**src/common/epwm_pkg.sv**
```systemverilog
// Package with register map, field positions, reset values and timing counts.
package epwm_pkg;
	// Register byte offsets on the AXI4-Lite bus.
	localparam logic [7:0] OFS_DUTY_LO = 8'h00;
	localparam logic [7:0] OFS_DUTY_HI = 8'h04;
	localparam logic [7:0] OFS_CTRL = 8'h08;
	localparam logic [7:0] OFS_SDCFG = 8'h0C;
	localparam logic [7:0] OFS_DBAND = 8'h10;
	localparam logic [7:0] OFS_TB2_CNT = 8'h14;
	localparam logic [7:0] OFS_TB2_CTL = 8'h18;
	localparam logic [7:0] OFS_TB2_PER = 8'h1C;
	localparam logic [7:0] OFS_TB4_CNT = 8'h20;
	localparam logic [7:0] OFS_TB4_CTL = 8'h24;
	localparam logic [7:0] OFS_TB4_PER = 8'h28;
	localparam logic [7:0] OFS_FLAGS1 = 8'h2C;
	localparam logic [7:0] OFS_FLAGS2 = 8'h30;
	localparam logic [7:0] OFS_PINDIR = 8'h34;
	localparam logic [7:0] OFS_MISC = 8'h38;
	// Reset values.
	localparam logic [7:0] RST_ZERO = 8'h00;
	localparam logic [7:0] RST_PERIOD = 8'hFF;
	localparam logic [3:0] RST_PINDIR = 4'hF;
	// Field positions.
	localparam int CTL_CFG_HI = 7;
	localparam int CTL_CFG_LO = 6;
	localparam int CTL_DLSB_HI = 5;
	localparam int CTL_DLSB_LO = 4;
	localparam int SD_FLAG = 7;
	localparam int SD_SRC_HI = 6;
	localparam int SD_SRC_LO = 4;
	localparam int DB_RESTART = 7;
	localparam int TB_RUN = 2;
	localparam int F1_TB2 = 1;
	localparam int F1_TB4 = 3;
	localparam int F2_OSCFAIL = 7;
	localparam int MISC_TBSEL = 0;
	localparam int MISC_FSCM = 1;
	// Output configuration codes.
	localparam logic [1:0] CFG_SINGLE = 2'h0;
	localparam logic [1:0] CFG_FWD = 2'h1;
	localparam logic [1:0] CFG_HALF = 2'h2;
	localparam logic [1:0] CFG_REV = 2'h3;
	// Mode bits 3:2 must be this for PWM operation.
	localparam logic [1:0] MODE_PWM = 2'h3;
	// Instruction cycle is four clocks; this is its last count.
	localparam logic [1:0] TCY_LAST = 2'h3;
	// AXI response codes.
	localparam logic [1:0] RESP_OKAY = 2'h0;
	localparam logic [1:0] RESP_SLVERR = 2'h2;
endpackage

```
**src/core/epwm_core.sv**
```systemverilog
// Enhanced PWM unit with two timebases, dead band, auto-shutdown and AXI4-Lite registers.
//
// Design decisions made here: the register offsets and the AXI4-Lite slave port.
`timescale 1ns/1ps
// How it works
// RL1: Pins undriven after any reset.
// RL2: Mode low bits pick pair polarity.
// RL3: Software sets polarity before enabling outputs.
// RL4: Software waits one full cycle first.
// RL5: Match flag set at period start.
// RL6: Software clears shutdown config first.
// RL7: Duty is low byte plus two bits.
// RL8: Half-bridge dead band from seven bits.
// RL9: Shutdown flag holds outputs in shutdown.
// RL10: Dead-band bit seven enables auto-restart.
// RL11: Prescale bits 1:0, run bit 2.
// RL12: Period comes from period register.
// RL13: Match flag is flags-one bit one.
// RL14: Sleep freezes state, pins keep level.
// RL15: Clock source follows power mode.
// RL16: Clock fail sets flag, internal run.
// RL17: Reset restores registers and inputs.
// RL18: Dead band counts instruction cycles.
// RL19: Three-bit shutdown source encoding.
// RL20: Pair shutdown state low/high/tri.
// RL21: Shutdown flag set, auto or soft clear.
// RL22: Second timebase behaves identically.
module epwm_core (
	// Clock, reset and freeze.
	input wire logic clk,
	input wire logic sys_rst,
	input wire logic clk_en,
	// AXI4-Lite write address and data.
	input wire logic s_axi_awvalid,
	output logic s_axi_awready,
	input wire logic [7:0] s_axi_awaddr,
	input wire logic s_axi_wvalid,
	output logic s_axi_wready,
	input wire logic [31:0] s_axi_wdata,
	input wire logic [3:0] s_axi_wstrb,
	// AXI4-Lite write response.
	output logic s_axi_bvalid,
	input wire logic s_axi_bready,
	output logic [1:0] s_axi_bresp,
	// AXI4-Lite read.
	input wire logic s_axi_arvalid,
	output logic s_axi_arready,
	input wire logic [7:0] s_axi_araddr,
	output logic s_axi_rvalid,
	input wire logic s_axi_rready,
	output logic [31:0] s_axi_rdata,
	output logic [1:0] s_axi_rresp,
	// Shutdown sources from pins and comparators.
	input wire logic fault_input,
	input wire logic cmp1_out,
	input wire logic cmp2_out,
	// Clock monitor.
	input wire logic primary_clk_fail,
	output logic internal_osc_run,
	// Bridge outputs, value and enable.
	output logic pwm_out_a,
	output logic pwm_out_b,
	output logic pwm_out_c,
	output logic pwm_out_d,
	output logic pwm_oe_a,
	output logic pwm_oe_b,
	output logic pwm_oe_c,
	output logic pwm_oe_d
);

////////////////////////////////////////////////////////////////////////////////
	// Software-visible registers.
	logic [7:0] duty_lo_r;
	logic [7:0] duty_hi_r;
	logic [7:0] ctrl_r;
	logic [7:0] sdcfg_r;
	logic [7:0] dband_r;
	logic [7:0] tb_cnt_r [2];
	logic [7:0] tb_ctl_r [2];
	logic [7:0] tb_per_r [2];
	logic [1:0] tb_flag_r;
	logic osc_fail_flag_r;
	logic [3:0] pin_dir_r;
	logic [1:0] misc_r;
	// Bus state.
	logic [7:0] awaddr_r;
	logic [31:0] wdata_r;
	logic wstrb0_r;
	logic aw_have_r;
	logic w_have_r;
	logic do_wr;
	logic [7:0] wbyte;
	// Synchronisers: stage one is only read by stage two.
	logic [3:0] sync1_r;
	logic [3:0] sync2_r;
	// Timebase internals.
	logic [1:0] tcy_r;
	logic tcy_tick;
	logic [3:0] pre_r [2];
	logic [1:0] tb_match;
	logic [1:0] tb_step;
	// PWM datapath.
	logic [9:0] duty_lat_r;
	logic sd_hold_r;
	logic sd_cond;
	logic period_start;
	logic [7:0] sel_cnt;
	logic [9:0] fine_cnt;
	logic mod_on;
	logic [3:0] raw_act;
	logic [1:0] db_act;
	logic [6:0] db_cnt_r [2];
	logic [3:0] act;
	logic [3:0] lvl;
	logic [3:0] oe;

////////////////////////////////////////////////////////////////////////////////
	// Returns one when an address maps to a register.
	function automatic logic addr_ok(input logic [7:0] a);
		addr_ok = (a[1:0] == 2'h0) && (a <= epwm_pkg::OFS_MISC);
	endfunction

	// Prescale divide ratio minus one: 1, 4 or 16.
	function automatic logic [3:0] pre_last(input logic [1:0] s);
		case (s)
			2'h0: pre_last = 4'h0;
			2'h1: pre_last = 4'h3;
			default: pre_last = 4'hF;
		endcase
	endfunction

////////////////////////////////////////////////////////////////////////////////
	// Two-stage synchronisers for the asynchronous inputs.
	always_ff @(posedge clk or posedge sys_rst) begin
		if (sys_rst) begin
			sync1_r <= 4'h0;
			sync2_r <= 4'h0;
		end else if (clk_en) begin
			sync1_r <= {primary_clk_fail, cmp2_out, cmp1_out, fault_input};
			sync2_r <= sync1_r;
		end
	end

	// Write happens once both address and data are held.
	assign do_wr = aw_have_r && w_have_r && !s_axi_bvalid;
	assign wbyte = wdata_r[7:0];

	// Write channel capture, in either order, and response.
	always_ff @(posedge clk or posedge sys_rst) begin
		if (sys_rst) begin
			s_axi_awready <= 1'b1;
			s_axi_wready <= 1'b1;
			aw_have_r <= 1'b0;
			w_have_r <= 1'b0;
			awaddr_r <= 8'h00;
			wdata_r <= 32'h0000_0000;
			wstrb0_r <= 1'b0;
			s_axi_bvalid <= 1'b0;
			s_axi_bresp <= epwm_pkg::RESP_OKAY;
		end else if (clk_en) begin
			if (s_axi_awvalid && s_axi_awready) begin
				awaddr_r <= s_axi_awaddr;
				aw_have_r <= 1'b1;
				s_axi_awready <= 1'b0;
			end
			if (s_axi_wvalid && s_axi_wready) begin
				wdata_r <= s_axi_wdata;
				wstrb0_r <= s_axi_wstrb[0];
				w_have_r <= 1'b1;
				s_axi_wready <= 1'b0;
			end
			if (do_wr) begin
				s_axi_bvalid <= 1'b1;
				s_axi_bresp <= addr_ok(awaddr_r) ? epwm_pkg::RESP_OKAY : epwm_pkg::RESP_SLVERR;
			end else if (s_axi_bvalid && s_axi_bready) begin
				s_axi_bvalid <= 1'b0;
				aw_have_r <= 1'b0;
				w_have_r <= 1'b0;
				s_axi_awready <= 1'b1;
				s_axi_wready <= 1'b1;
			end
		end
	end

	// Read channel: answer one cycle after the address is taken.
	always_ff @(posedge clk or posedge sys_rst) begin
		if (sys_rst) begin
			s_axi_arready <= 1'b1;
			s_axi_rvalid <= 1'b0;
			s_axi_rdata <= 32'h0000_0000;
			s_axi_rresp <= epwm_pkg::RESP_OKAY;
		end else if (clk_en) begin
			if (s_axi_arvalid && s_axi_arready) begin
				s_axi_arready <= 1'b0;
				s_axi_rvalid <= 1'b1;
				s_axi_rresp <= addr_ok(s_axi_araddr) ? epwm_pkg::RESP_OKAY : epwm_pkg::RESP_SLVERR;
				case (s_axi_araddr)
					epwm_pkg::OFS_DUTY_LO: s_axi_rdata <= {24'h000000, duty_lo_r};
					epwm_pkg::OFS_DUTY_HI: s_axi_rdata <= {24'h000000, duty_hi_r};
					epwm_pkg::OFS_CTRL: s_axi_rdata <= {24'h000000, ctrl_r};
					epwm_pkg::OFS_SDCFG: s_axi_rdata <= {24'h000000, sdcfg_r};
					epwm_pkg::OFS_DBAND: s_axi_rdata <= {24'h000000, dband_r};
					epwm_pkg::OFS_TB2_CNT: s_axi_rdata <= {24'h000000, tb_cnt_r[0]};
					epwm_pkg::OFS_TB2_CTL: s_axi_rdata <= {24'h000000, tb_ctl_r[0]};
					epwm_pkg::OFS_TB2_PER: s_axi_rdata <= {24'h000000, tb_per_r[0]};
					epwm_pkg::OFS_TB4_CNT: s_axi_rdata <= {24'h000000, tb_cnt_r[1]};
					epwm_pkg::OFS_TB4_CTL: s_axi_rdata <= {24'h000000, tb_ctl_r[1]};
					epwm_pkg::OFS_TB4_PER: s_axi_rdata <= {24'h000000, tb_per_r[1]};
					epwm_pkg::OFS_FLAGS1: s_axi_rdata <= {28'h0000000, tb_flag_r[1], 1'b0,
						tb_flag_r[0], 1'b0};
					epwm_pkg::OFS_FLAGS2: s_axi_rdata <= {24'h000000, osc_fail_flag_r, 7'h00};
					epwm_pkg::OFS_PINDIR: s_axi_rdata <= {28'h0000000, pin_dir_r};
					epwm_pkg::OFS_MISC: s_axi_rdata <= {30'h0, misc_r};
					default: s_axi_rdata <= 32'h0000_0000;
				endcase
			end else if (s_axi_rvalid && s_axi_rready) begin
				s_axi_rvalid <= 1'b0;
				s_axi_arready <= 1'b1;
			end
		end
	end

////////////////////////////////////////////////////////////////////////////////
	// Plain control registers; every reset restores them.
	always_ff @(posedge clk or posedge sys_rst) begin
		// RL17: reset restores registers
		if (sys_rst) begin
			duty_lo_r <= epwm_pkg::RST_ZERO;
			ctrl_r <= epwm_pkg::RST_ZERO;
			dband_r <= epwm_pkg::RST_ZERO;
			pin_dir_r <= epwm_pkg::RST_PINDIR;
			misc_r <= 2'h0;
		end else if (clk_en && do_wr && wstrb0_r) begin
			case (awaddr_r)
				epwm_pkg::OFS_DUTY_LO: duty_lo_r <= wbyte;
				epwm_pkg::OFS_CTRL: ctrl_r <= wbyte;
				epwm_pkg::OFS_DBAND: dband_r <= wbyte;
				epwm_pkg::OFS_PINDIR: pin_dir_r <= wbyte[3:0];
				epwm_pkg::OFS_MISC: misc_r <= wbyte[1:0];
				default: ;
			endcase
		end
	end

	// Shutdown configuration; hardware owns the status bit.
	always_ff @(posedge clk or posedge sys_rst) begin
		if (sys_rst) begin
			sdcfg_r <= epwm_pkg::RST_ZERO;
		end else if (clk_en) begin
			if (do_wr && wstrb0_r && awaddr_r == epwm_pkg::OFS_SDCFG) begin
				sdcfg_r[6:0] <= wbyte[6:0];
				// RL21: writes blocked during cause
				if (!sd_cond) begin
					sdcfg_r[epwm_pkg::SD_FLAG] <= wbyte[epwm_pkg::SD_FLAG];
				end
			end
			// RL21: event sets flag, wins
			if (sd_cond) begin
				sdcfg_r[epwm_pkg::SD_FLAG] <= 1'b1;
			// RL10: auto-restart clears flag
			end else if (dband_r[epwm_pkg::DB_RESTART]) begin
				sdcfg_r[epwm_pkg::SD_FLAG] <= 1'b0;
			end
		end
	end

	// Shutdown source selection from the synchronised inputs.
	always_comb begin
		// RL19: source select encoding
		sd_cond = 1'b0;
		if (sdcfg_r[epwm_pkg::SD_SRC_LO]) begin
			sd_cond = sd_cond | sync2_r[1];
		end
		if (sdcfg_r[epwm_pkg::SD_SRC_LO + 1]) begin
			sd_cond = sd_cond | sync2_r[2];
		end
		if (sdcfg_r[epwm_pkg::SD_SRC_HI]) begin
			sd_cond = sd_cond | sync2_r[0];
		end
	end

	// Clock monitor flag and internal-oscillator run indication.
	always_ff @(posedge clk or posedge sys_rst) begin
		if (sys_rst) begin
			osc_fail_flag_r <= 1'b0;
			internal_osc_run <= 1'b0;
		end else if (clk_en) begin
			if (do_wr && wstrb0_r && awaddr_r == epwm_pkg::OFS_FLAGS2) begin
				osc_fail_flag_r <= wbyte[epwm_pkg::F2_OSCFAIL];
			end
			// RL16: failure sets flag, internal
			if (misc_r[epwm_pkg::MISC_FSCM] && sync2_r[3]) begin
				osc_fail_flag_r <= 1'b1;
				internal_osc_run <= 1'b1;
			end
		end
	end

////////////////////////////////////////////////////////////////////////////////
	// Instruction-cycle divider: one tick every four clocks.
	// RL15: counts on supplied clock
	always_ff @(posedge clk or posedge sys_rst) begin
		if (sys_rst) begin
			tcy_r <= 2'h0;
		end else if (clk_en) begin
			tcy_r <= (tcy_r == epwm_pkg::TCY_LAST) ? 2'h0 : tcy_r + 2'h1;
		end
	end
	assign tcy_tick = (tcy_r == epwm_pkg::TCY_LAST);

	// Both timebases share one structure.
	// RL22: identical second timebase
	for (genvar i = 0; i < 2; i++) begin : g_tb
		// RL11: run bit and prescale
		assign tb_step[i] = tcy_tick && tb_ctl_r[i][epwm_pkg::TB_RUN]
			&& (pre_r[i] == pre_last(tb_ctl_r[i][1:0]));
		// RL12: period register match
		assign tb_match[i] = tb_step[i] && (tb_cnt_r[i] == tb_per_r[i]);

		// Prescaler, counter and period registers of one timebase.
		always_ff @(posedge clk or posedge sys_rst) begin
			if (sys_rst) begin
				pre_r[i] <= 4'h0;
				tb_cnt_r[i] <= epwm_pkg::RST_ZERO;
				tb_ctl_r[i] <= epwm_pkg::RST_ZERO;
				tb_per_r[i] <= epwm_pkg::RST_PERIOD;
			// RL14: frozen while clock disabled
			end else if (clk_en) begin
				if (tcy_tick && tb_ctl_r[i][epwm_pkg::TB_RUN]) begin
					pre_r[i] <= tb_step[i] ? 4'h0 : pre_r[i] + 4'h1;
				end
				if (tb_match[i]) begin
					tb_cnt_r[i] <= 8'h00;
				end else if (tb_step[i]) begin
					tb_cnt_r[i] <= tb_cnt_r[i] + 8'h01;
				end
				if (do_wr && wstrb0_r) begin
					if (awaddr_r == (i == 0 ? epwm_pkg::OFS_TB2_CNT : epwm_pkg::OFS_TB4_CNT)) begin
						tb_cnt_r[i] <= wbyte;
					end
					if (awaddr_r == (i == 0 ? epwm_pkg::OFS_TB2_CTL : epwm_pkg::OFS_TB4_CTL)) begin
						tb_ctl_r[i] <= {1'b0, wbyte[6:0]};
					end
					if (awaddr_r == (i == 0 ? epwm_pkg::OFS_TB2_PER : epwm_pkg::OFS_TB4_PER)) begin
						tb_per_r[i] <= wbyte;
					end
				end
			end
		end
	end

	// Match flags: set by a period restart, cleared by writing zero.
	always_ff @(posedge clk or posedge sys_rst) begin
		if (sys_rst) begin
			tb_flag_r <= 2'h0;
		end else if (clk_en) begin
			// RL13: software clears flag
			if (do_wr && wstrb0_r && awaddr_r == epwm_pkg::OFS_FLAGS1) begin
				tb_flag_r <= {wbyte[epwm_pkg::F1_TB4], wbyte[epwm_pkg::F1_TB2]};
			end
			// RL5: flag at period start
			if (tb_match[0]) begin
				tb_flag_r[0] <= 1'b1;
			end
			if (tb_match[1]) begin
				tb_flag_r[1] <= 1'b1;
			end
		end
	end

////////////////////////////////////////////////////////////////////////////////
	// Selected timebase drives the PWM.
	assign period_start = tb_match[misc_r[epwm_pkg::MISC_TBSEL]];
	assign sel_cnt = tb_cnt_r[misc_r[epwm_pkg::MISC_TBSEL]];
	assign fine_cnt = {sel_cnt, tcy_r};
	assign mod_on = (ctrl_r[3:2] == epwm_pkg::MODE_PWM) && (fine_cnt < duty_lat_r);

	// Duty latch updated at each period start; shutdown hold set whenever the flag is set, released at a period start.
	always_ff @(posedge clk or posedge sys_rst) begin
		if (sys_rst) begin
			duty_lat_r <= 10'h000;
			duty_hi_r <= epwm_pkg::RST_ZERO;
			sd_hold_r <= 1'b0;
		end else if (clk_en) begin
			if (do_wr && wstrb0_r && awaddr_r == epwm_pkg::OFS_DUTY_HI) begin
				duty_hi_r <= wbyte;
			end
			// RL7: duty from byte plus bits
			if (period_start) begin
				duty_lat_r <= {duty_lo_r, ctrl_r[epwm_pkg::CTL_DLSB_HI:epwm_pkg::CTL_DLSB_LO]};
				duty_hi_r <= duty_lo_r;
			end
			// RL9: flag holds shutdown state
			if (sdcfg_r[epwm_pkg::SD_FLAG]) begin
				sd_hold_r <= 1'b1;
			end else if (period_start) begin
				sd_hold_r <= 1'b0;
			end
		end
	end

	// Active levels per pin before dead band, by output configuration.
	always_comb begin
		raw_act = 4'h0;
		// RL7: config bits pick outputs
		case (ctrl_r[epwm_pkg::CTL_CFG_HI:epwm_pkg::CTL_CFG_LO])
			epwm_pkg::CFG_SINGLE: raw_act = {3'h0, mod_on};
			epwm_pkg::CFG_FWD: raw_act = {mod_on, 2'h0, 1'b1};
			epwm_pkg::CFG_HALF: raw_act = {2'h0, !mod_on, mod_on};
			epwm_pkg::CFG_REV: raw_act = {1'b0, 1'b1, mod_on, 1'b0};
			default: raw_act = 4'h0;
		endcase
	end

	// Dead-band counters for A and B in half-bridge mode.
	for (genvar k = 0; k < 2; k++) begin : g_db
		// RL8: seven-bit delay count
		assign db_act[k] = raw_act[k] && (db_cnt_r[k] == dband_r[6:0]);

		// Counts instruction cycles while the raw signal is active.
		always_ff @(posedge clk or posedge sys_rst) begin
			if (sys_rst) begin
				db_cnt_r[k] <= 7'h00;
			end else if (clk_en) begin
				if (!raw_act[k]) begin
					db_cnt_r[k] <= 7'h00;
				// RL18: delay in instruction cycles
				end else if (tcy_tick && db_cnt_r[k] != dband_r[6:0]) begin
					db_cnt_r[k] <= db_cnt_r[k] + 7'h01;
				end
			end
		end
	end

	// Final levels with dead band, polarity and shutdown state.
	always_comb begin
		act = raw_act;
		if (ctrl_r[epwm_pkg::CTL_CFG_HI:epwm_pkg::CTL_CFG_LO] == epwm_pkg::CFG_HALF) begin
			act[1:0] = db_act;
		end
		// RL2: per-pair polarity
		lvl[0] = act[0] ^ ctrl_r[0];
		lvl[2] = act[2] ^ ctrl_r[0];
		lvl[1] = act[1] ^ ctrl_r[1];
		lvl[3] = act[3] ^ ctrl_r[1];
		// RL1: direction reset keeps undriven
		oe = ~pin_dir_r;
		// RL20: pair shutdown states
		if (sd_hold_r) begin
			lvl[0] = sdcfg_r[2];
			lvl[2] = sdcfg_r[2];
			lvl[1] = sdcfg_r[0];
			lvl[3] = sdcfg_r[0];
			if (sdcfg_r[3]) begin
				oe[0] = 1'b0;
				oe[2] = 1'b0;
			end
			if (sdcfg_r[1]) begin
				oe[1] = 1'b0;
				oe[3] = 1'b0;
			end
		end
	end

	// Pin registers; frozen levels hold while the clock is disabled.
	always_ff @(posedge clk or posedge sys_rst) begin
		// RL17: pins return to input
		if (sys_rst) begin
			{pwm_out_d, pwm_out_c, pwm_out_b, pwm_out_a} <= 4'h0;
			{pwm_oe_d, pwm_oe_c, pwm_oe_b, pwm_oe_a} <= 4'h0;
		// RL14: pins keep level
		end else if (clk_en) begin
			{pwm_out_d, pwm_out_c, pwm_out_b, pwm_out_a} <= lvl;
			{pwm_oe_d, pwm_oe_c, pwm_oe_b, pwm_oe_a} <= oe;
		end
	end

endmodule

```
**config.mk**
```make
export PLATFORM = sky130hd
export DESIGN_NAME = epwm_core
export DESIGN_NICKNAME = d
export VERILOG_FILES = /design/src/common/epwm_pkg.sv /design/src/core/epwm_core.sv
export SDC_FILE = /design/constraint.sdc
export NUM_CORES = 1
export LEC_CHECK = 0
export ABC_AREA = 0
export BUFFER_PORTS_ARGS = -buffer_cell sky130_fd_sc_hd__buf_4
export CAP_MARGIN = 30
export CORE_MARGIN = 1
export CORE_UTILIZATION = 40
export DETAILED_ROUTE_END_ITERATION = 10
export GPL_TIMING_DRIVEN = 1
export PLACE_DENSITY = 0.7
export SETUP_SLACK_MARGIN = 0.3
export SLEW_MARGIN = 20
export SYNTH_ARGS = -nofsm -noshare
export SYNTH_HDL_FRONTEND = slang
export SYNTH_SLANG_ARGS = --single-unit
```
**constraint.sdc**
```tcl
create_clock -name clk -period 6.2 [get_ports clk]
set_clock_uncertainty 0.05 [all_clocks]
set_input_delay 0 -clock clk [delete_from_list [all_inputs] [get_ports clk]]
set_output_delay 0 -clock clk [all_outputs]
set_load 0.02 [all_outputs]
```
### After elaboration in Yosys (flattened, before gate mapping)

Index checks and enable logic that the tools add are counted.

* register bits after elaboration: 207
* logic and storage cells: 252
* memories kept: 0
* RAM bits: 0
* bits in latches: 0
* bits in read-only memories: 0

* $add $sub $neg: 7
* bitwise operators: 8
* eq/ne operators: 45
* shift operators: 0
* reductions and logical operators: 73
* $mul: 0
* $lt $le $gt $ge: 5
* mux-type cells: 66
* divide/modulo/power cells: 0

Operators by type and width (number)
* $pmux 8 s15: 1
* $eq 8x6->1 const B: 14
* $mux 8: 14
* $eq 8x5->1 const B: 8
* $reduce_and 2->1: 24
* $mux 1: 35
* $eq 8x4->1 const B: 4
* $logic_and 1x1->1: 28
* $mux 7: 4
* $add 8x1->8 const B: 2
* $eq 8x3->1 const B: 2
* $eq 8x8->1: 2
* $le 8x6->1 const B: 2
* $logic_not 8->1: 2
* $mux 4: 4
* $pmux 4 s2: 2
* $pmux 4 s4: 1
* $add 7x1->7 const B: 2
* $eq 7x7->1: 2
* $ne 7x7->1: 2
* $reduce_bool 2->1: 7
* $reduce_and 3->1: 4
* $logic_not 2->1: 5
* $lt 10x10->1: 1
* 15 further kinds: 32

### Depth between registers and ports, before layout

Gate-level depths: netlist (run 1).

* depth after elaboration: 12
* mapped depth: 11
* depth with buffers taken out: 9

### Worst setup path after synthesis (run 1)

Ideal clock, no wire load.

* path type: flip-flop to flip-flop
* start: register misc_r[0]
* end: register db_cnt_r[5] (netlist name)
* stages on the path, launching flop included: 10
* buffers on the path: 1
* arrival time: 2989 ps
* setup slack: 3095 ps
* period minus slack after synthesis: 3105 ps
* data required time: 6084 ps
* path through: dfrtp_1 > clkbuf_1 > mux2_2 > ha_1 > nand4_1 > o31a_4 > and3_1 > o31a_1 > or4_1 > nand2_1

* longest elaborated chain between the ends: 10
* elaborated cells between the ends (all ways): 11

RTL lines
* start: declaration: line epwm_core.sv:84 `logic [1:0] misc_r;`
* start signal: assignment: line epwm_core.sv:239 `epwm_pkg::OFS_MISC: misc_r <= wbyte[1:0];`
* $not 1->2 (implied by the code) (*): line epwm_core.sv:374 `assign sel_cnt = tb_cnt_r[misc_r[epwm_pkg::MISC_TBSEL]];`
* $mux 8 (implied by the code) (*) (3 in a row): line epwm_core.sv:374
* $lt 10x10->1 (*): line epwm_core.sv:376 `assign mod_on = (ctrl_r[3:2] == epwm_pkg::MODE_PWM) && (fine_cnt < duty_lat_r);`
* $logic_and 1x1->1 (*): line epwm_core.sv:376
* $logic_not 1->1: line epwm_core.sv:409 `epwm_pkg::CFG_HALF: raw_act = {2'h0, !mod_on, mod_on};`
* $pmux 4 s4 (*): line epwm_core.sv:406 `case (ctrl_r[epwm_pkg::CTL_CFG_HI:epwm_pkg::CTL_CFG_LO])`
* $ne 2x1->1 (no line)
* $reduce_and 2->1 (no line)
* end signal: indexed assignment: line epwm_core.sv:429 `db_cnt_r[k] <= db_cnt_r[k] + 7'h01;`
* end: declaration: line epwm_core.sv:112 `logic [6:0] db_cnt_r [2];`

Every way passes the cells marked *; elsewhere a longest branch is shown, timed or not. The select of a mux whose other input is x is not followed.
A chain may end at the register's enable or synchronous reset.

### Worst setup path after layout (run 1)

* start: register misc_r[0]
* end: register db_cnt_r[1] (netlist name)

The elaborated chain is that of the path after synthesis.

==> run metrics, run 1 <==
# nets final=1092; internal reg-to-reg setup slack=approximately 2.7 ns; Worst-Margin Slew=between 0.9 and 1 ns; CP max stage cell=dfrtp_1; top post-synthesis cells by area=dfrtp_1 40%, mux2_2 13%, dfstp_2 6.1%, o21ai_0 3.5%, nand2_1 3.4%; worst path cell trace=mux2_2, ha_1, a21oi_1, a211oi_2, nor3_4, a21oi_1, o31ai_1, buf_2, mux2i_1, nor2_1; RSZ-0062 raised after global routing=no; Vias=7740; first-pass GRT wire length=43600 µm; crit-path most repeated cell=a21oi_1; Synth Area in Simple Gates=13.1%; Post-Place Setup Slack=~2.8 ns; Post-Layout Cell Count=1350; Post-Synthesis Cells=939; Avg Inst Size Synth=about 10 µm²; share of layout cells above drive strength 1=between 20 and 30%; CTS tree=done; Antenna Nets Post-Route=0; Hold Path Class=primary input to register; Synth async-reset ratio=100%; kind of critical path=register to register; Sw Ratio=about 31%; vias per cell=approximately 5.7; clk sink count=181; sequential cell area=4560 µm²; GR Util All Layers=22.4%; Std-Cell Rows=57; main combinational cell family by area after synthesis=multiplexers; post-synth cell types=74; clk_lat worst skew=between 0.4 and 0.5 ns; # H-tree levels=4; xor/xnor share of the synthesized area=roughly 3.3%; sequential area share after synthesis=46.2%; Ys Warns=0; Compound-Gate Fraction of Synth Area=roughly 14%; # setup viols final=0; Routed Wire Length=27600 µm; area share of fa/ha/maj cells after synthesis=2.03%; Max VDD drop=0.178 mV; wire length per cell=20.4 µm; Post-synth EDFFs=0; Startpoint Class=register; Pins Over Slew Limit=0; setup TNS=0 ns; Remaining Overflow, GRT=0; CP required=6.47 ns; Die X=between 150 and 200 µm; pin count of the biggest net entering global routing=74; die area=25300 µm²; top cells by count, synth=158 x dfrtp_1, 110 x mux2_2, 90 x nand2_1; CTS max path bufs=2; TritonCTS Buffers=17; DP Wirelength=19200 µm; Ports=114; initial antenna violation count=2; top_reg_cell synth=dfrtp_1; Max FO, Critical Path=11; fmax=287 MHz; Final Cycle Share=56.3%; DIE HEIGHT=about 160 µm; mux contribution to synthesized area=about 16%; placed insts=around 1300; Layout Area Growth over Synthesis=15.9%; PwrDens=about 270 nW/µm²; outcome=complete, no violations; #FFs+latches synth=181; worst path arrival time=3.76 ns; most common cell in the netlist=dfrtp_1; mapped cell area=9860 µm²; Root Driver=clkbuf_16; vias in the first global route=7590; Initial Utilization=40.6%; clock period minus worst slack=3.49 ns; Reg power frac=49.9%; initial drt markers=roughly 510; Filler cells=2258; PortBufs=60; Worst Setup End Kind=register; Comb pwr share=between 10% and 20%; Final Worst Setup Slack=roughly 2.7 ns; switching pwr=0.973 mW; Max-slew headroom=39.3%; CP max stage delay=0.70 ns; power share of the clock group=36.3%; CORE AREA=24200 µm²; Max-Cap Viols=0; Synth top area share=about two fifths; GP Congestion=0.925; dominant cell type by area after synthesis=dfrtp_1; static leakage=slightly above 5 nW; Fin. Hold Viols=0; clk slew on worst S/H paths=0.07 ns; multi-input logic area=4910 µm²; Hold Slack=0.122 ns; Internal=approximately 2.1 mW; post_cts resized=0; first-pass iteration count of the detailed router=6; # DRC=0
-- final timing paths --
check	end	start	cells past startpoint
min in group asynchronous	db_cnt_r[2]$_DFFE_PP0P_	sys_rst	3
max in group asynchronous	tb_per_r[0]$_DFFE_PP1P_	sys_rst	5
max reg2reg	db_cnt_r[1]$_DFFE_PP0P_	misc_r[0]$_DFFE_PP0P_	10
min reg2reg	s_axi_rdata[3]$_DFFE_PP0P_	s_axi_rdata[3]$_DFFE_PP0P_	2
min	pwm_out_a$_DFFE_PP0P_	clk_en	3
max	db_cnt_r[1]$_DFFE_PP0P_	misc_r[0]$_DFFE_PP0P_	10
-- flip-flops by register name, indices dropped and copies added (netlist names), 2 cells and up --
| register | count |
|---|---|
| duty_lat_r | 10 |
| dband_r | 8 |
| tb_ctl_r | 14 |
| pin_dir_r | 4 |
| wdata_r | 8 |
| duty_hi_r | 8 |
| db_cnt_r | 14 |
| s_axi_rdata | 8 |
| pre_r | 8 |
| tb_flag_r | 2 |
| ctrl_r | 8 |
| misc_r | 2 |
| tcy_r | 2 |
| duty_lo_r | 8 |
| sync2_r | 4 |
| sync1_r | 4 |
| sdcfg_r | 8 |
| tb_cnt_r | 16 |
| tb_per_r | 16 |
| awaddr_r | 8 |
-- cells by family (layout without fill, tap and decap cells) --
kind of cell | after synthesis | after routing
AO/OA/AOI/OAI | 210 | 210
XOR/XNOR | 37 | 37
adder cells (fa/ha/maj) | 16 | 16
buffers and inverters | 94 | 155
flip-flops | 181 | 181
multiplexers | 138 | 138
other | 1 | 27
AND/OR/NAND/NOR | 262 | 262
-- metrics by stage --
step / area, µm² / power [mW] / utilization, %
after CTS: 11400 / 3.11 / 46.9
final: 11400 / 3.11 / 47.1
after global placement: 10400 / 1.95 / 43.1
after global routing: 11400 / 3.22 / 47.1
after detailed placement: 10400 / 1.97 / 43.1
after floorplan: 9950 / 1.76 / -
-- layer usage --
metal	track usage (%)	up-vias	wire length, µm
li1	-	3529	-
met5	0	-	0
met2	35.7	296	12800
met4	9.88	0	991
met3	3.99	58	1740
met1	29.9	3857	12100
-- cell type report --
type,count,share of cell area (%)
timing repair buffer,100,7.41
multi-input combinational,689,43.0
inverter,23,0.800
tap,324,3.55
antenna,1,0.0219
clock inverter,12,1.24
clock buffer,20,4.09
sequential,181,39.9
-- repair_timing --
action / 4_1_cts / 5_1_grt
hold endpoints to repair: 92 / 0
hold buffers: 32 / 0
buffers inserted: 0 / 0
-- power groups by stage --
| stage | sequential [mW] | combinational (mW) | clock [mW] |
|---|---|---|---|
| finish | 1.55 | 0.432 | 1.13 |
| global route | 1.57 | 0.477 | 1.18 |
| CTS | 1.54 | 0.429 | 1.14 |
| detailed placement | 1.56 | 0.406 | 0 |
| global placement | 1.56 | 0.395 | 0 |
| floorplan | 1.42 | 0.338 | 0 |
-- layout by cell type, fill, tap and decap left out, types with 5 or more instances in the layout --
cell type      instances
o2bb2ai_1              7
mux2i_1               16
o31ai_1                5
and2_1                 5
nor4_1                 9
ha_1                  16
a21oi_1               41
dlygate4sd3_1         32
or3_1                  8
o211ai_1               7
and3_1                19
nor3_1                19
a22o_1                 6
inv_1                 22
o21a_1                 5
dfstp_2               23
xnor2_1               18
nand4_1                8
nor2_1                37
nand3_1               38
mux2_4                 9
xor2_1                19
a22oi_1               18
dfrtp_1              158
buf_4                 65
inv_6                  5
conb_1                26
nand2_1               90
a31oi_1                5
clkbuf_16             17
o21ai_0               68
mux2_2               110
a41oi_1                5
nor2b_1                6
-- worst max-delay path, delay by kind of cell, from the launching register on --
family          cells  cell delay (ns)
compound gates      4             0.98
simple gates        2             0.41
flops               1             0.70
fa+ha+maj           1             0.32
buf+inv             1             0.29
mux                 2             0.62
(Power assumes the default switching activity.)
==> inputs of run 2 (changes only) <==
Clock period 6.2 ns to 3.25 ns, I/O delays scaled along.
==> run 2 against run 1 <==
Die area stayed put. Highest routed layer unchanged. Critical path depth is 2 lower. Flip-flop and latch count stayed put. Global-route usage is 0.65 points higher. Critical path type unchanged.
==> run metrics, run 2 (synthesis results as in run 1) <==
outcome=complete, no violations; CTS tree=done; Initial Utilization=40.6% (unchanged); initial antenna violation count=0 (-2); Worst Setup SP=misc_r[0]$_DFFE_PP0P_; clk slew on worst S/H paths=0.07 ns (about the same); DP Wirelength=20100 µm (+4.6%); reg2reg end=db_cnt_r[6]$_DFFE_PP0P_; Reg power frac=50.0% (about the same); Antenna Nets Post-Route=0 (unchanged); Filler cells=2192 (-2.9%); Die X=159 µm (unchanged); Remaining Overflow, GRT=0 (unchanged); CP required=3.58 ns (-2.89 ns); Std-Cell Rows=57 (unchanged); CORE AREA=24200 µm² (unchanged); clk_lat worst skew=0.43 ns (about the same); switching pwr=1.89 mW (+94%); PortBufs=60 (unchanged); kind of critical path=register to register; die area=25300 µm² (unchanged); # DRC=0 (unchanged); # H-tree levels=4 (unchanged); PwrDens=500 nW/µm² (+84%); static leakage=5.20 nW (+3.3%); setup TNS=0 ns (unchanged); Hold Path Class=primary input to register; initial drt markers=687 (+34%); Final Cycle Share=90.4% (+34 points); Sw Ratio=32.1% (+0.75 points); pin count of the biggest net entering global routing=182 (+150%); biggest regs=tb_cnt_r x16, tb_per_r x16; Layout Area Growth over Synthesis=19.6%; vias per cell=5.74 (+0.20%); reg2reg start=misc_r[0]$_DFFE_PP0P_; worst path arrival time=3.26 ns (-0.50 ns); Pins Over Slew Limit=0 (unchanged); Max-slew headroom=31.4% (-8.0 points); Max-Cap Viols=0 (unchanged); GP Congestion=0.940 (+1.7%); CP max stage cell=or4_4; CP max stage delay=0.52 ns (-0.18 ns); TritonCTS Buffers=17 (unchanged); reg2reg path depth=8 (-2); # setup viols final=0 (unchanged); commonest non-fill, non-tap cells in the layout=157 x dfrtp_1, 103 x mux2_2, 96 x buf_4; Root Driver=clkbuf_16; Routed Wire Length=29100 µm (+5.4%); Max FO, Critical Path=8 (-3); Hold Crit Depth=5 (+2); most common cell after layout, fill and taps aside=dfrtp_1; Vias=7945 (+2.6%); placed insts=1307 (+2.0%); Fin. Hold Viols=0 (unchanged); clock period minus worst slack=2.94 ns (-0.550 ns); Hold Startpoint=s_axi_araddr[6]; Max VDD drop=0.404 mV (+130%); first-pass iteration count of the detailed router=5 (-1); # nets final=1126 (+3.1%); internal reg-to-reg setup slack=0.31 ns (-2.40 ns); n_diodes=0 (-1); Worst Setup End Kind=register; Worst Hold End=s_axi_rdata[4]$_DFFE_PP0P_; Internal=4.00 mW (+87%); Worst-Margin Slew=1.03 ns (+0.120 ns); Startpoint Class=register; first-pass GRT wire length=44900 µm (+2.8%); vias in the first global route=7600 (+0.13%); DIE HEIGHT=159 µm (unchanged); RSZ-0062 raised after global routing=yes; Ports=114 (unchanged); worst path cell trace=mux2_4, ha_4, nand4_1, o31a_4, and3_4, o31a_1, or4_4, nand2_1; wire length per cell=21.0 µm (+2.9%); Post-Layout Cell Count=1383 (+2.4%); power share of the clock group=34.7% (-1.6 points); fmax=340 MHz (+19%); Comb pwr share=15.2% (+1.3 points); GR Util All Layers=23.0% (+0.65 points); CTS max path bufs=2 (unchanged); clk sink count=181 (unchanged); share of layout cells above drive strength 1=28.6% (+3.3 points)
-- run 2: cell count changes in the layout (fill, tap and decap cells not counted), sizes merged --
cell / before / now
clkbuf: 21 / 20
diode: 1 / 0
inv: 28 / 25
clkinv: 4 / 6
bufinv: 2 / 1
dlygate4sd3: 32 / 34
buf: 67 / 100
clkinvlp: 1 / 3
-- run 2: worst max-delay path: cells and delay by family, from the launching register on --
kind            cells  cell delay [ns]
mux                 1             0.34
flops               1             0.50
fa+ha+maj           1             0.27
simple gates        4             0.97
compound gates      2             0.75
-- run 2: area by class of cell --
| class | instances | area (µm²) | area share, % |
|---|---|---|---|
| Clock buffer | 20 | 457 | 3.87 |
| Clock inverter | 12 | 120 | 1.02 |
| Inverter | 23 | 90.1 | 0.764 |
| Multi-Input combinational cell | 689 | 5050 | 42.8 |
| Sequential cell | 181 | 4560 | 38.7 |
| Tap cell | 324 | 405 | 3.44 |
| Timing Repair Buffer | 134 | 1110 | 9.41 |
-- run 2: per-layer routing --
metal  routed length [µm]  global-route usage, %
met4                 1020                   8.87
met5                    0                      0
met1                12400                   31.4
met3                 1970                   3.67
met2                13700                   37.0
-- run 2: through the flow --
| stage | util (%) | setup slack (ns) | power, mW | area, µm² | hold WS (ns) |
|---|---|---|---|---|---|
| 2_1_floorplan | - | 0.320 | 3.35 | 9950 | 0.0869 |
| 3_3_place_gp | 43.9 | 0.219 | 3.77 | 10600 | 0.181 |
| 3_5_place_dp | 43.9 | 0.0514 | 3.80 | 10600 | 0.186 |
| 4_1_cts | 47.8 | 0.275 | 5.86 | 11600 | 0.166 |
| 5_1_grt | 48.6 | 0.247 | 6.09 | 11800 | 0.176 |
| 6_report | 48.6 | 0.311 | 5.89 | 11800 | 0.163 |
-- run 2: power by group through the flow --
stage,clock [mW],combinational (mW),sequential [mW]
final,2.05,0.897,2.95
after floorplan,0,0.645,2.71
after global routing,2.15,0.977,2.97
after detailed placement,0,0.821,2.97
after CTS,2.06,0.868,2.93
after global placement,0,0.803,2.97
-- run 2: repair_timing --
action,4_1_cts,5_1_grt
hold buffers,34,0
setup endpoints to repair,9,9
setup buffers,2,7
pin swaps,2,10
hold endpoints to repair,195,0
resized for setup,2,24
gates cloned,0,1
-- run 2: worst max-delay path by stage --
| stage | slack [ns] | end | depth (start not counted) |
|---|---|---|---|
| after global placement | 0.22 | db_cnt_r[6]$_DFFE_PP0P_ | 10 |
| after global routing | 0.25 | db_cnt_r[6]$_DFFE_PP0P_ | 9 |
| final | 0.31 | db_cnt_r[6]$_DFFE_PP0P_ | 8 |
| after floorplan | 0.32 | db_cnt_r[5]$_DFFE_PP0P_ | 9 |
| after CTS | 0.28 | db_cnt_r[6]$_DFFE_PP0P_ | 10 |
| after detailed placement | 0.05 | db_cnt_r[6]$_DFFE_PP0P_ | 10 |
==> inputs of run 3 (changes only) <==
Settings changed: ABC_AREA 0 to 1, CORE_ASPECT_RATIO from default to 0.5, SKIP_LAST_GASP from default to 1.
==> run 3 against run 2 <==
Sequential share of layout area rose by 0.57 points. Area after synthesis rose by 1.9%. Final cell count rose by 23%. Combinational power rose by 92%. Total power rose by 13%. Sequential power fell by 4%. Clock-buffer cell count fell by 1. Routed wire length fell by 3.6%. Setup slack improved by 0.41 ns. Die area rose by 2.1%. Final area fell by 1.4%. Highest routed layer unchanged.
==> run metrics, run 3 <==
outcome=complete, no violations; clk_lat worst skew=0.45 ns (+0.02 ns); area share of fa/ha/maj cells after synthesis=1.99% (-0.039 points); kind of critical path=register to register; post-CTS setup buffers=0 (-2); top layer used by detailed routing=met4; CTS tree=done; CP endpoint=db_cnt_r[3]$_DFFE_PP0P_; Ports=114 (unchanged); Routed Wire Length=28000 µm (-3.6%); CP required=3.58 ns (about the same); Pins Over Slew Limit=0 (unchanged); Startpoint Class=register; Die X=226 µm (+42%); Avg Inst Size Synth=7.92 µm² (-25%); Compound-Gate Fraction of Synth Area=14.4% (+0.35 points); biggest regs=tb_cnt_r x16, tb_per_r x16; vias per cell=5.19 (-9.6%); post-synth cell types=56 (-24%); Filler cells=2364 (+7.8%); reg2reg path depth=14 (+6); first-pass iteration count of the detailed router=5 (unchanged); routed metal-1 wire length=13200 µm (+6.3%); reg2reg start=misc_r[0]$_DFFE_PP0P_; DP Wirelength=20000 µm (-0.31%); Hold Path Class=primary input to asynchronous set/reset pin; Synth async-reset ratio=100% (unchanged); worst path cell trace=o21ai_0, ha_1, nand2_1, nor2_2, nand3_2, nand3_2, nand2_2, nand2_4, inv_4, nand2_4, nand2_4, inv_1, nand2_1, nand2_1; CORE AREA=24300 µm² (+0.31%); n_diodes=0 (unchanged); initial antenna violation count=0 (unchanged); xor/xnor share of the synthesized area=4.01% (+0.72 points); internal reg-to-reg setup slack=0.72 ns (+0.41 ns); static leakage=5.41 nW (+4.0%); largest delay contributor family on the critical path=simple AND/OR/NAND/NOR gates; most common cell in the netlist=nand2_1; main combinational cell family by area after synthesis=simple AND/OR/NAND/NOR gates; initial drt markers=734 (+6.8%); Worst-Margin Slew=0.774 ns (-0.255 ns); worst path arrival time=2.86 ns (-0.40 ns); clk sink count=181 (unchanged); top post-synthesis cells by area=dfrtp_1 39%, nand2_1 14%, o21ai_0 7.1%, dfstp_2 6.0%, inv_1 4.4%; first-pass GRT wire length=44800 µm (-0.11%); Final Worst Setup Slack=0.722 ns (+0.411 ns); fmax=396 MHz (+16%); Post-Synthesis Cells=1268 (+35%); Root Driver=clkbuf_16; # DRC=0 (unchanged); Max FO, Critical Path=20 (+12); PwrDens=575 nW/µm² (+15%); clock period minus worst slack=2.53 ns (-0.411 ns); PortBufs=60 (unchanged); # H-tree levels=4 (unchanged); top_reg_cell synth=dfrtp_1; multi-input logic area=4680 µm² (-7.3%); Worst Setup End Kind=register; sequential area share after synthesis=45.4% (-0.88 points); Met2 Routed Length=12500 µm (-8.5%); RSZ-0062 raised after global routing=no; commonest non-fill, non-tap cells in the layout=366 x nand2_1, 157 x dfrtp_1, 143 x o21ai_0; most common cell after layout, fill and taps aside=nand2_1; die area=25800 µm² (+2.1%); Worst Setup SP=misc_r[0]$_DFFE_PP0P_; Remaining Overflow, GRT=0 (unchanged); # setup viols final=0 (unchanged); GR Util All Layers=22.8% (-0.29 points); pin count of the biggest net entering global routing=82 (-55%); vias in the first global route=8490 (+12%); setup TNS=0 ns (unchanged); GP Congestion=0.915 (-2.6%); CTS max path bufs=2 (unchanged); Fin. Hold Viols=0 (unchanged); Max VDD drop=0.288 mV (-29%); Initial Utilization=41.3% (+0.66 points); mux contribution to synthesized area=0% (-16 points); mapped cell area=10000 µm² (+1.9%); Max-slew headroom=48.2% (+17 points); Crit path buffers/inverters=2 (+2); Antenna Nets Post-Route=0 (unchanged); wire length per cell=16.5 µm (-21%); DIE HEIGHT=114 µm (-28%); Synth top area share=39.4% (-0.76 points); Layout Area Growth over Synthesis=15.6%; Vias=8813 (+11%); Post-Place Setup Slack=0.548 ns (+0.496 ns); Max-Cap Viols=0 (unchanged); CP max stage cell=dfrtp_2; reg2reg end=db_cnt_r[3]$_DFFE_PP0P_; Post-synth EDFFs=0 (unchanged); dominant cell type by area after synthesis=dfrtp_1; clk slew on worst S/H paths=0.07 ns (about the same); top cells by count, synth=366 x nand2_1, 158 x dfrtp_1, 143 x o21ai_0; Synth Area in Simple Gates=25.2% (+12 points); Final Cycle Share=77.8% (-13 points); Ys Warns=0 (unchanged); CP max stage delay=0.61 ns (+0.09 ns); share of layout cells above drive strength 1=14.8% (-14 points); #FFs+latches synth=181 (unchanged); Std-Cell Rows=40 (-30%); met3 wire len=1530 µm (-23%); Crit. path cell count=14 (+6); sequential cell area=4560 µm² (unchanged); TritonCTS Buffers=17 (unchanged); # nets final=1428 (+27%)
-- run 3: changes by cell type in the layout (fill, tap and decap cells not counted), sizes merged, moves of 17 or more --
cell	change
nand2	+297
mux2	-119
inv	+106
o21ai	+104
nor2	+42
nand3	+36
buf	-31
and3	-19
mux2i	-17
-- run 3: layer usage --
| metal | global-route usage [%] | vias up |
|---|---|---|
| met2 | 35.1 | 313 |
| met1 | 32.1 | 4234 |
| met3 | 3.59 | 50 |
| met5 | 0 | - |
| li1 | - | 4216 |
| met4 | 9.28 | 0 |
-- run 3: timing repair --
action                                 4_1_cts  5_1_grt
endpoints found under the hold margin       63        0
hold buffers                                31        0
gates resized for setup                      0        1
setup endpoints to repair                    0        3
-- run 3: power by group --
part	internal, mW	total, mW	switching (mW)	leakage, nW
combinational	0.560	1.72	1.15	2.90
sequential	2.60	2.84	0.241	2.23
clock	1.17	2.12	0.956	0.283
-- run 3: how the worst min path moves through the flow --
stage	to	slack, ns	depth (start not counted)
CTS	sync1_r[0]$_DFFE_PP0P_	0.02	3
floorplan	sync1_r[0]$_DFFE_PP0P_	0.07	2
global route	dband_r[5]$_DFFE_PP0P_	0.05	3
detailed placement	sync1_r[0]$_DFFE_PP0P_	0.16	3
global placement	db_cnt_r[10]$_DFFE_PP0P_	0.16	2
finish	dband_r[5]$_DFFE_PP0P_	0.02	3
-- run 3: final cells by class --
type	instances	area share [%]
Multi-Input combinational cell	918	40.3
Sequential cell	181	39.3
Timing Repair Buffer	100	7.45
Inverter	130	4.32
Clock buffer	19	3.81
Tap cell	336	3.62
Clock inverter	13	1.27
-- run 3: worst register-to-register path: stages (launching register included) --
cell and delay [ns]:
dfrtp_2 0.61, o21ai_0 0.22, ha_1 0.33, nand2_1 0.10
nor2_2 0.17, nand3_2 0.20, nand3_2 0.12, nand2_2 0.09
nand2_4 0.11, inv_4 0.06, nand2_4 0.06, nand2_4 0.10
inv_1 0.14, nand2_1 0.06, nand2_1 0.05
-- run 3: cells by family after synthesis --
group | Yosys count
AOI/OAI and AO/OA | 257
xor gates and xnor gates | 46
adders and majority gates | 16
buffers and inverters | 194
DFF | 181
other | 1
and+or+nand+nor | 573
-- run 3: through the flow --
stage	hold slack (ns)	power, mW	std cells	area, µm²	util, %
3_5_place_dp	0.160	4.50	1632	10700	43.9
6_report	0.0190	6.68	1697	11600	47.8
3_3_place_gp	0.157	4.45	1632	10700	43.9
5_1_grt	0.0476	7.00	1697	11600	47.8
4_1_cts	0.0179	6.66	1695	11600	47.6
2_1_floorplan	0.0666	3.97	1293	10100	-
